--- src/shared/ect_defines.svh ---
// constants of the edge capture timer: offsets, bit positions, reset values, divide ratios
`ifndef ECT_DEFINES_SVH
`define ECT_DEFINES_SVH

// ****************************************
// register byte offsets
// ****************************************
`define ECT_OFF_CONTROL    8'h00
`define ECT_OFF_FALL_CAP   8'h04
`define ECT_OFF_RISE_CAP   8'h08
`define ECT_OFF_CLOCK_STOP 8'h0C
`define ECT_OFF_PORT_MODE  8'h10
`define ECT_OFF_IRQ_STATUS 8'h14
`define ECT_OFF_IRQ_MASK   8'h18

// ****************************************
// field positions
// ****************************************
`define ECT_BIT_OVF_HIGH   7
`define ECT_BIT_OVF_LOW    6
`define ECT_BIT_STANDBY    3
`define ECT_BIT_PIN_FUNC   0
`define ECT_BIT_FILTER_SEL 1
`define ECT_BIT_IRQ_REQ    0

// ****************************************
// reset values and counter maximum
// ****************************************
`define ECT_RST_CONTROL    8'h00
`define ECT_RST_COUNT      8'h00
`define ECT_RST_CAPTURE    8'h00
`define ECT_RST_CLOCK_STOP 8'hFF
`define ECT_COUNT_MAX      8'hFF

// ****************************************
// count clock divide ratios and filter stages
// ****************************************
`define ECT_DIV_SLOW       7'd64
`define ECT_DIV_MID        7'd32
`define ECT_DIV_FAST       7'd2
`define ECT_DIV_WATCH      3'd4
`define ECT_FILTER_STAGES  5

`endif

--- src/shared/ect_pkg.sv ---
// types shared by the edge capture timer design files
package ect_pkg;

  // count clock sources selected by the clock select field
  typedef enum logic [1:0] {
    ECT_CKS_DIV64 = 2'b00,
    ECT_CKS_DIV32 = 2'b01,
    ECT_CKS_DIV2  = 2'b10,
    ECT_CKS_WATCH = 2'b11
  } ect_cks_t;

  // layout of the timer_control register
  typedef struct packed {
    logic       overflow_high_flag;
    logic       overflow_low_flag;
    logic       overflow_irq_enable;
    logic       irq_edge_select;
    logic [1:0] clear_select;
    ect_cks_t   clock_select;
  } ect_control_t;

  // port mode bits for the capture pin
  typedef struct packed {
    logic filter_select;
    logic capture_pin_function;
  } ect_port_mode_t;

endpackage : ect_pkg

--- src/logic/ect_filter.sv ---
// five-stage majority-free noise filter for the capture input
`timescale 1ns/1ps
`default_nettype none
`include "ect_defines.svh"

module ect_filter
  import ect_pkg::*;
#(
  parameter int STAGES = `ECT_FILTER_STAGES
) (
  input  wire logic clk_i,     // system clock
  input  wire logic rst_i,     // synchronous reset, active high
  input  wire logic run_i,     // block not in standby
  input  wire logic sample_i,  // sampling clock enable
  input  wire logic pin_i,     // synchronised capture pin
  output logic      level_o    // filtered level
);

  // ****************************************
  // state
  // ****************************************
  typedef struct packed {
    logic [STAGES-1:0] taps;   // latch chain
    logic              level;  // filter output
    logic              ready;  // output initialised
  } ect_filter_state_t;

  ect_filter_state_t s_reg;    // registered state
  ect_filter_state_t s_next;   // next state

  // shift on each sample, update only on full agreement
  always_comb begin
    s_next = s_reg;
    if (run_i && sample_i) begin
      s_next.taps = {s_reg.taps[STAGES-2:0], pin_i};
    end
    // all latches low: output low, and the filter counts as initialised
    if (s_reg.taps == '0) begin
      s_next.level = 1'b0;
      s_next.ready = 1'b1;
    end else if (s_reg.taps == '1 && s_reg.ready) begin
      s_next.level = 1'b1;
    end
  end

  // register the state; taps start high so five low samples are needed
  always_ff @(posedge clk_i) begin
    if (rst_i) begin
      s_reg <= '{taps: '1, level: 1'b0, ready: 1'b0};
    end else begin
      s_reg <= s_next;
    end
  end

  assign level_o = s_reg.level;

endmodule : ect_filter
`default_nettype wire

--- src/logic/ect_timer.sv ---
// 8-bit edge capture timer with noise filter, overflow level flags and wishbone registers
//
// Implementation choices: the placing of the registers and the Wishbone interface to the registers.
`timescale 1ns/1ps
`default_nettype none
`include "ect_defines.svh"

module ect_timer
  import ect_pkg::*;
(
  input  wire logic        clk_i,        // system clock, 50 MHz
  input  wire logic        rst_i,        // synchronous reset, active high
  input  wire logic        wb_cyc_i,     // wishbone cycle
  input  wire logic        wb_stb_i,     // wishbone strobe
  input  wire logic        wb_we_i,      // wishbone write enable
  input  wire logic [7:0]  wb_adr_i,     // wishbone byte address
  input  wire logic [3:0]  wb_sel_i,     // wishbone byte lanes
  input  wire logic [31:0] wb_dat_i,     // wishbone write data
  output logic [31:0]      wb_dat_o,     // wishbone read data
  output logic             wb_ack_o,     // wishbone acknowledge
  input  wire logic        cap_pin_i,    // capture input pin
  input  wire logic        watch_clk_i,  // watch clock pin
  output logic             irq_o         // interrupt, level high
);

  // ****************************************
  // state of the block
  // ****************************************
  typedef struct packed {
    ect_control_t   ctrl;        // timer_control
    logic [7:0]     count;       // up_counter
    logic [7:0]     fall_cap;    // fall_capture_value
    logic [7:0]     rise_cap;    // rise_capture_value
    logic [7:0]     clock_stop;  // module_clock_stop
    ect_port_mode_t port_mode;   // pin function and filter select
    logic           irq_req;     // timer_irq_request
    logic           irq_en;      // timer_irq_enable
    logic [1:0]     armed;       // flags read as one, high then low
    logic           cap_d;       // previous capture signal
    logic [5:0]     pre;         // system clock prescaler
    logic [1:0]     wdiv;        // watch clock divider
    logic           pin_s0;      // pin sync first stage
    logic           pin_s1;      // pin sync second stage
    logic           wclk_s0;     // watch sync first stage
    logic           wclk_s1;     // watch sync second stage
    logic           wclk_d;      // watch edge detect stage
    logic           ack;         // bus acknowledge
    logic [31:0]    dat;         // bus read data
    logic           irq;         // interrupt output
  } ect_state_t;

  ect_state_t s_reg;   // registered state
  ect_state_t s_next;  // next state

  // ****************************************
  // combinational helpers
  // ****************************************
  logic       run;         // block out of standby
  logic       tick;        // count clock enable
  logic       watch_rise;  // rising edge of watch clock
  logic       filt_level;  // filter output
  logic       sample;      // filter sampling enable
  logic       cap_sig;     // capture signal after pin function
  logic       rise;        // rising capture edge
  logic       fall;        // falling capture edge
  logic       clr;         // counter clear this cycle
  logic       ovf;         // counter rollover this cycle
  logic       acc;         // bus access accepted
  logic       wr;          // register write
  logic       rd;          // register read
  logic [7:0] waddr;       // word aligned address
  logic [7:0] wbyte;       // write data low lane
  logic [31:0] rdata;      // read data mux

  // ****************************************
  // count clock selection
  // ****************************************
  // enable pulses from the prescaler and the watch divider
  always_comb begin
    run        = s_reg.clock_stop[`ECT_BIT_STANDBY];
    watch_rise = s_reg.wclk_s1 & ~s_reg.wclk_d;
    unique case (s_reg.ctrl.clock_select)
      ECT_CKS_DIV64: begin
        tick = (s_reg.pre == 6'(`ECT_DIV_SLOW - 7'd1));
      end
      ECT_CKS_DIV32: begin
        tick = (s_reg.pre[4:0] == 5'(`ECT_DIV_MID - 7'd1));
      end
      ECT_CKS_DIV2: begin
        tick = (s_reg.pre[0] == 1'(`ECT_DIV_FAST - 7'd1));
      end
      ECT_CKS_WATCH: begin
        tick = watch_rise && (s_reg.wdiv == 2'(`ECT_DIV_WATCH - 3'd1));
      end
    endcase
  end

  // ****************************************
  // noise filter
  // ****************************************
  // system clock when filter is off, count clock when on
  assign sample = s_reg.port_mode.filter_select ? tick : 1'b1;

  ect_filter #(
    .STAGES (`ECT_FILTER_STAGES)
  ) u_filter (
    .clk_i    (clk_i),
    .rst_i    (rst_i),
    .run_i    (run),
    .sample_i (sample),
    .pin_i    (s_reg.pin_s1),
    .level_o  (filt_level)
  );

  // ****************************************
  // edge detection and counter control
  // ****************************************
  // interval mode forces the signal low, so no edges and only low overflows
  always_comb begin
    cap_sig = filt_level & s_reg.port_mode.capture_pin_function;
    rise    = run & cap_sig & ~s_reg.cap_d;
    fall    = run & ~cap_sig & s_reg.cap_d;
    clr     = (rise & s_reg.ctrl.clear_select[1]) |
              (fall & s_reg.ctrl.clear_select[0]);
    ovf     = run & tick & ~clr & (s_reg.count == `ECT_COUNT_MAX);
  end

  // ****************************************
  // bus decode
  // ****************************************
  // one cycle after the request, ack rises; unmapped reads return zero
  always_comb begin
    acc   = wb_cyc_i & wb_stb_i & ~s_reg.ack;
    wr    = acc & wb_we_i & wb_sel_i[0];
    rd    = acc & ~wb_we_i;
    waddr = {wb_adr_i[7:2], 2'b00};
    wbyte = wb_dat_i[7:0];
    rdata = 32'h0000_0000;
    unique case (waddr)
      `ECT_OFF_CONTROL: begin
        rdata[7:0] = s_reg.ctrl;
      end
      `ECT_OFF_FALL_CAP: begin
        rdata[7:0] = s_reg.fall_cap;
      end
      `ECT_OFF_RISE_CAP: begin
        rdata[7:0] = s_reg.rise_cap;
      end
      `ECT_OFF_CLOCK_STOP: begin
        rdata[7:0] = s_reg.clock_stop;
      end
      `ECT_OFF_PORT_MODE: begin
        rdata[1:0] = s_reg.port_mode;
      end
      `ECT_OFF_IRQ_STATUS: begin
        rdata[`ECT_BIT_IRQ_REQ] = s_reg.irq_req;
      end
      `ECT_OFF_IRQ_MASK: begin
        rdata[`ECT_BIT_IRQ_REQ] = s_reg.irq_en;
      end
      default: begin
        rdata = 32'h0000_0000;  // unmapped address
      end
    endcase
  end

  // ****************************************
  // next state
  // ****************************************
  always_comb begin
    s_next = s_reg;

    // two flip-flop synchronisers and watch clock edge stage
    s_next.pin_s0  = cap_pin_i;
    s_next.pin_s1  = s_reg.pin_s0;
    s_next.wclk_s0 = watch_clk_i;
    s_next.wclk_s1 = s_reg.wclk_s0;
    s_next.wclk_d  = s_reg.wclk_s1;

    // dividers stop in standby
    if (run) begin
      s_next.pre   = s_reg.pre + 6'h01;
      s_next.cap_d = cap_sig;
      if (watch_rise) begin
        s_next.wdiv = s_reg.wdiv + 2'h1;
      end
    end

    // counter: clear by edge wins over increment
    if (clr) begin
      s_next.count = `ECT_RST_COUNT;
    end else if (run && tick) begin
      s_next.count = s_reg.count + 8'h01;
    end

    // captures take the count before this cycle's clear
    if (rise) begin
      s_next.rise_cap = s_reg.count;
    end
    if (fall) begin
      s_next.fall_cap = s_reg.count;
    end

    // software writes
    if (wr) begin
      unique case (waddr)
        `ECT_OFF_CONTROL: begin
          // flags: a one written is ignored, a zero clears only if armed
          s_next.ctrl = ect_control_t'({s_reg.ctrl[7:6], wbyte[5:0]});
          if (!wbyte[`ECT_BIT_OVF_HIGH] && s_reg.armed[1]) begin
            s_next.ctrl.overflow_high_flag = 1'b0;
          end
          if (!wbyte[`ECT_BIT_OVF_LOW] && s_reg.armed[0]) begin
            s_next.ctrl.overflow_low_flag = 1'b0;
          end
        end
        `ECT_OFF_CLOCK_STOP: begin
          s_next.clock_stop = wbyte;
        end
        `ECT_OFF_PORT_MODE: begin
          s_next.port_mode = ect_port_mode_t'(wbyte[1:0]);
        end
        `ECT_OFF_IRQ_STATUS: begin
          if (wbyte[`ECT_BIT_IRQ_REQ]) begin
            s_next.irq_req = 1'b0;  // write one to clear
          end
        end
        `ECT_OFF_IRQ_MASK: begin
          s_next.irq_en = wbyte[`ECT_BIT_IRQ_REQ];
        end
        default: begin
          s_next.irq_en = s_reg.irq_en;  // read only or unmapped
        end
      endcase
    end

    // reading the control register arms the flags seen as one
    if (rd && waddr == `ECT_OFF_CONTROL) begin
      s_next.armed = {s_reg.ctrl.overflow_high_flag, s_reg.ctrl.overflow_low_flag};
    end

    // overflow flags by capture signal level; hardware set wins over clear
    if (ovf && cap_sig) begin
      s_next.ctrl.overflow_high_flag = 1'b1;
    end
    if (ovf && !cap_sig) begin
      s_next.ctrl.overflow_low_flag = 1'b1;
    end
    s_next.armed = s_next.armed &
                   {s_next.ctrl.overflow_high_flag, s_next.ctrl.overflow_low_flag};

    // interrupt request: selected edge, or overflow when enabled
    if ((rise && !s_reg.ctrl.irq_edge_select) ||
        (fall && s_reg.ctrl.irq_edge_select)) begin
      s_next.irq_req = 1'b1;
    end
    if (ovf && s_reg.ctrl.overflow_irq_enable) begin
      s_next.irq_req = 1'b1;
    end

    // interrupt output gated by the enable
    s_next.irq = s_next.irq_req & s_next.irq_en;

    // bus answer
    s_next.ack = acc;
    if (acc) begin
      s_next.dat = rdata;
    end
  end

  // ****************************************
  // state register
  // ****************************************
  always_ff @(posedge clk_i) begin
    if (rst_i) begin
      s_reg            <= '0;
      s_reg.ctrl       <= ect_control_t'(`ECT_RST_CONTROL);
      s_reg.count      <= `ECT_RST_COUNT;
      s_reg.fall_cap   <= `ECT_RST_CAPTURE;
      s_reg.rise_cap   <= `ECT_RST_CAPTURE;
      s_reg.clock_stop <= `ECT_RST_CLOCK_STOP;
    end else begin
      s_reg <= s_next;
    end
  end

  // ****************************************
  // outputs, all from flip-flops
  // ****************************************
  assign wb_ack_o = s_reg.ack;
  assign wb_dat_o = s_reg.dat;
  assign irq_o    = s_reg.irq;

endmodule : ect_timer
`default_nettype wire

--- config.mk ---
export PLATFORM = sky130hd
export DESIGN_NAME = ect_timer
export DESIGN_NICKNAME = d
export VERILOG_FILES = /design/src/shared/ect_pkg.sv /design/src/logic/ect_filter.sv /design/src/logic/ect_timer.sv
export VERILOG_INCLUDE_DIRS = /design/src /design/src/shared
export SDC_FILE = /design/constraint.sdc
export NUM_CORES = 1
export LEC_CHECK = 0
export CORE_UTILIZATION = 45
export DETAILED_ROUTE_END_ITERATION = 7
export DONT_BUFFER_PORTS = 1
export PLACE_DENSITY = 0.67
export SETUP_SLACK_MARGIN = 0.4
export SYNTH_ARGS = -nofsm -noshare
export SYNTH_HDL_FRONTEND = slang
export SYNTH_HIERARCHICAL = 1
export SYNTH_SLANG_ARGS = --single-unit
--- constraint.sdc ---
create_clock -name clk_i -period 2.3 [get_ports clk_i]
set_input_delay 0 -clock clk_i [delete_from_list [all_inputs] [get_ports clk_i]]
set_output_delay 0 -clock clk_i [all_outputs]
set_load 0.02 [all_outputs]
==> metrics <==
Final setup viols 0; Final Hold Vio Count 0; H-tree Lvls 3; Post-Syn Instances 386; worst-path maximum fanout 6; synthesized area per cell 9.29 um^2; Synth warnings 6; most frequent CP cell and3_4; share of power burned in registers 51.9%; max FFs per register 56; switching power share of the total 22.8%; Crit path largest cell delay 360 ps; port bufs 0; antenna diode count 0; post-layout minimum cycle time 1890 ps; pre-CTS WS 374 ps; startpoint types flip-flop; Worst EP required 2540 ps; drt drc 0; commonest register cell after synthesis dfxtp_1; layout cells sized above 1 13.6%; Worst-Skew Late Latency 350 ps; max-capacitance violation count 0; CTS root buf clkbuf_8; Reg clk slew, reported paths 80 ps; Initial Util 46.4%; RePlAce Congestion 0.794; internal power 2.03 mW; vias per cell 5.16; Critical Path Slowest Stage Cell dfxtp_4; P per Cell Area 644 nW/um^2; setup TNS 0 ps; Placed Cells 477; Bufs and invs on worst path 0; asr flop ratio synth 0%; Final Slew Violations 0; worst hold path type input port to flip-flop; outcome finished, final reports clean; Worst Setup Path Type flip-flop to flip-flop; P&R area growth vs syn 13.8%; Nets 462; GRT Util Overall 19.5%; Num CTS Buffers 9; Worst EP arrival 2130 ps; CP top delay family simple AND/OR/NAND/NOR gates; clock network power share 41.9%; initial DRC count 246; Netlist cell types 53; area of the die 8330 um^2; clock tree sinks 77; first-pass GRT wire length 12,500 um; global route overflow 0; Antenna Violating Nets Remaining 0; Final Skew 5.11 ps; die width 91.3 um; core region area 7730 um^2; crit path cell chain ha_4 -> and3_4 -> a221o_1 -> and2_4 -> nand2b_4 -> and3_4 -> a211o_2; post-DP HPWL 5250 um; final period utilization 82.1%; Leak 1.62 nW; DR pass1 iterations 4; CTS tree built; initial antenna violation count 0; CTS Buffer Depth 2; DR WL/cell 15.0 um; Gate power share 6.2%; I/O Pins 85; Layout Cells excl Fill 514; num rows 32; pin count of the biggest net entering global routing 63; Mapped Area 3590 um^2; Fmax 0.529 GHz; number of global-route vias before repair 2,558; sw power 0.600 mW; Vias 2,654; element type at the critical path end flip-flop; Setup WS post-layout 411 ps; number of synthesized flops with an enable pin 0; RSZ-0062 raised after global routing true; Peak VDD IR 0.000415 V; drt total wl 7690 um; Final Util 52.8%; Seq cells post-synth 77; register area share after synthesis 43.0%; Die Height 91.3 um
## per-layer routing
metal | part of all wire, % | track usage [%] | vias to the layer above
met5 | 0 | 0 | -
met4 | 1.5 | 6.22 | 0
met3 | 8.1 | 5.70 | 9
met2 | 46 | 31.3 | 84
met1 | 44 | 25.3 | 1229
li1 | - | - | 1332
## cell usage in the layout (no fill, tap or decap), types with 2 or more instances in the layout
cell type      count
nor2_1            47
nor4_1             3
mux2i_1           32
bufinv_16          2
mux4_2             7
clkbuf_1           2
o21ai_0            3
or4_1              3
dlygate4sd3_1     17
xor2_1            10
nor3_1             7
and3_4             3
or3_1              2
clkinv_4           2
a22oi_1            6
conb_1            24
nand2_1           44
nor4_4             2
nand4_1            4
and3_1             7
a311oi_1           2
ha_1               3
clkbuf_8           9
a211o_1            4
nand3_1           11
nand3b_1           5
a21oi_1           14
inv_1              8
nor4b_1            2
nor2b_1            5
dfxtp_1           75
buf_4             16
## worst min-delay path, cell delays in order
cell and delay, ps:
mux4_2 170, a22oi_1 70, nor2_1 80
## timing repair
item,4_1_cts,5_1_grt
hold endpoints to repair,69,0
resized for setup,1,2
pin swaps,2,1
hold buffers,18,0
setup buffers,3,0
setup endpoints to repair,5,13
## final cells by class
cell class,instances,area [um^2]
Tap cell,102,128
Clock buffer,11,131
Inverter,9,33.8
Sequential cell,77,1550
Multi-Input combinational cell,276,1840
Clock inverter,5,85.1
Fill cell,714,3640
Timing Repair Buffer,34,318
## final timing paths
check | from | end | slack [ps] | cells past startpoint
min | wb_adr_i[2] | wb_dat_o[6]$_SDFFE_PP0N_ | 20 | 3
max reg2reg | s_reg[41]$_SDFFE_PP0P_ | u_filter/s_reg[4]$_SDFFE_PP1P_ | 410 | 7
min reg2reg | s_reg[65]$_SDFFE_PP0P_ | s_reg[65]$_SDFFE_PP0P_ | 460 | 2
max | s_reg[41]$_SDFFE_PP0P_ | u_filter/s_reg[4]$_SDFFE_PP1P_ | 410 | 7
## per-stage QoR
step / power [mW] / hold slack, ps / cell area, um^2
CTS: 2.67 / 3.29 / 4080
floorplan: 1.55 / 79.3 / 3720
finish: 2.63 / 15.6 / 4080
global route: 2.74 / 26.1 / 4080
detailed placement: 1.51 / 77.7 / 3640
global placement: 1.51 / 76.7 / 3640
## synthesized netlist by cell type, types with 6 or more instances
master,n,share of area [%]
dfxtp_1,77,43
nor2_1,47,4.9
nand2_1,44,4.6
buf_4,32,6.7
mux2i_1,32,8.9
a21oi_1,14,2.0
nand3_1,12,1.7
clkbuf_1,11,1.2
xor2_1,10,2.4
and3_1,9,1.6
inv_1,8,0.84
mux4_2,7,4.4
nor3_1,7,0.98
a22oi_1,6,1.3
## power groups by stage
stage	clock network, mW	logic, mW	registers [mW]
2_1_floorplan	0	0.158	1.39
3_3_place_gp	0	0.108	1.40
3_5_place_dp	0	0.111	1.40
4_1_cts	1.14	0.163	1.37
5_1_grt	1.20	0.179	1.37
6_report	1.10	0.163	1.37
## logic make-up (layout without fill, tap and decap cells)
| group | Yosys count | after routing | share of synthesized area (%) |
|---|---|---|---|
| and+or+nand+nor | 159 | 159 | 22.7 |
| DFF | 77 | 77 | 43.0 |
| buffers and inverters | 56 | 59 | 9.45 |
| AOI/OAI and AO/OA | 39 | 39 | 7.39 |
| muxes | 39 | 39 | 13.3 |
| xor gates and xnor gates | 11 | 11 | 2.69 |
| adders and majority gates | 4 | 4 | 1.40 |
| other | 1 | 24 | 0.105 |
Power figures use the tool's default switching activity.
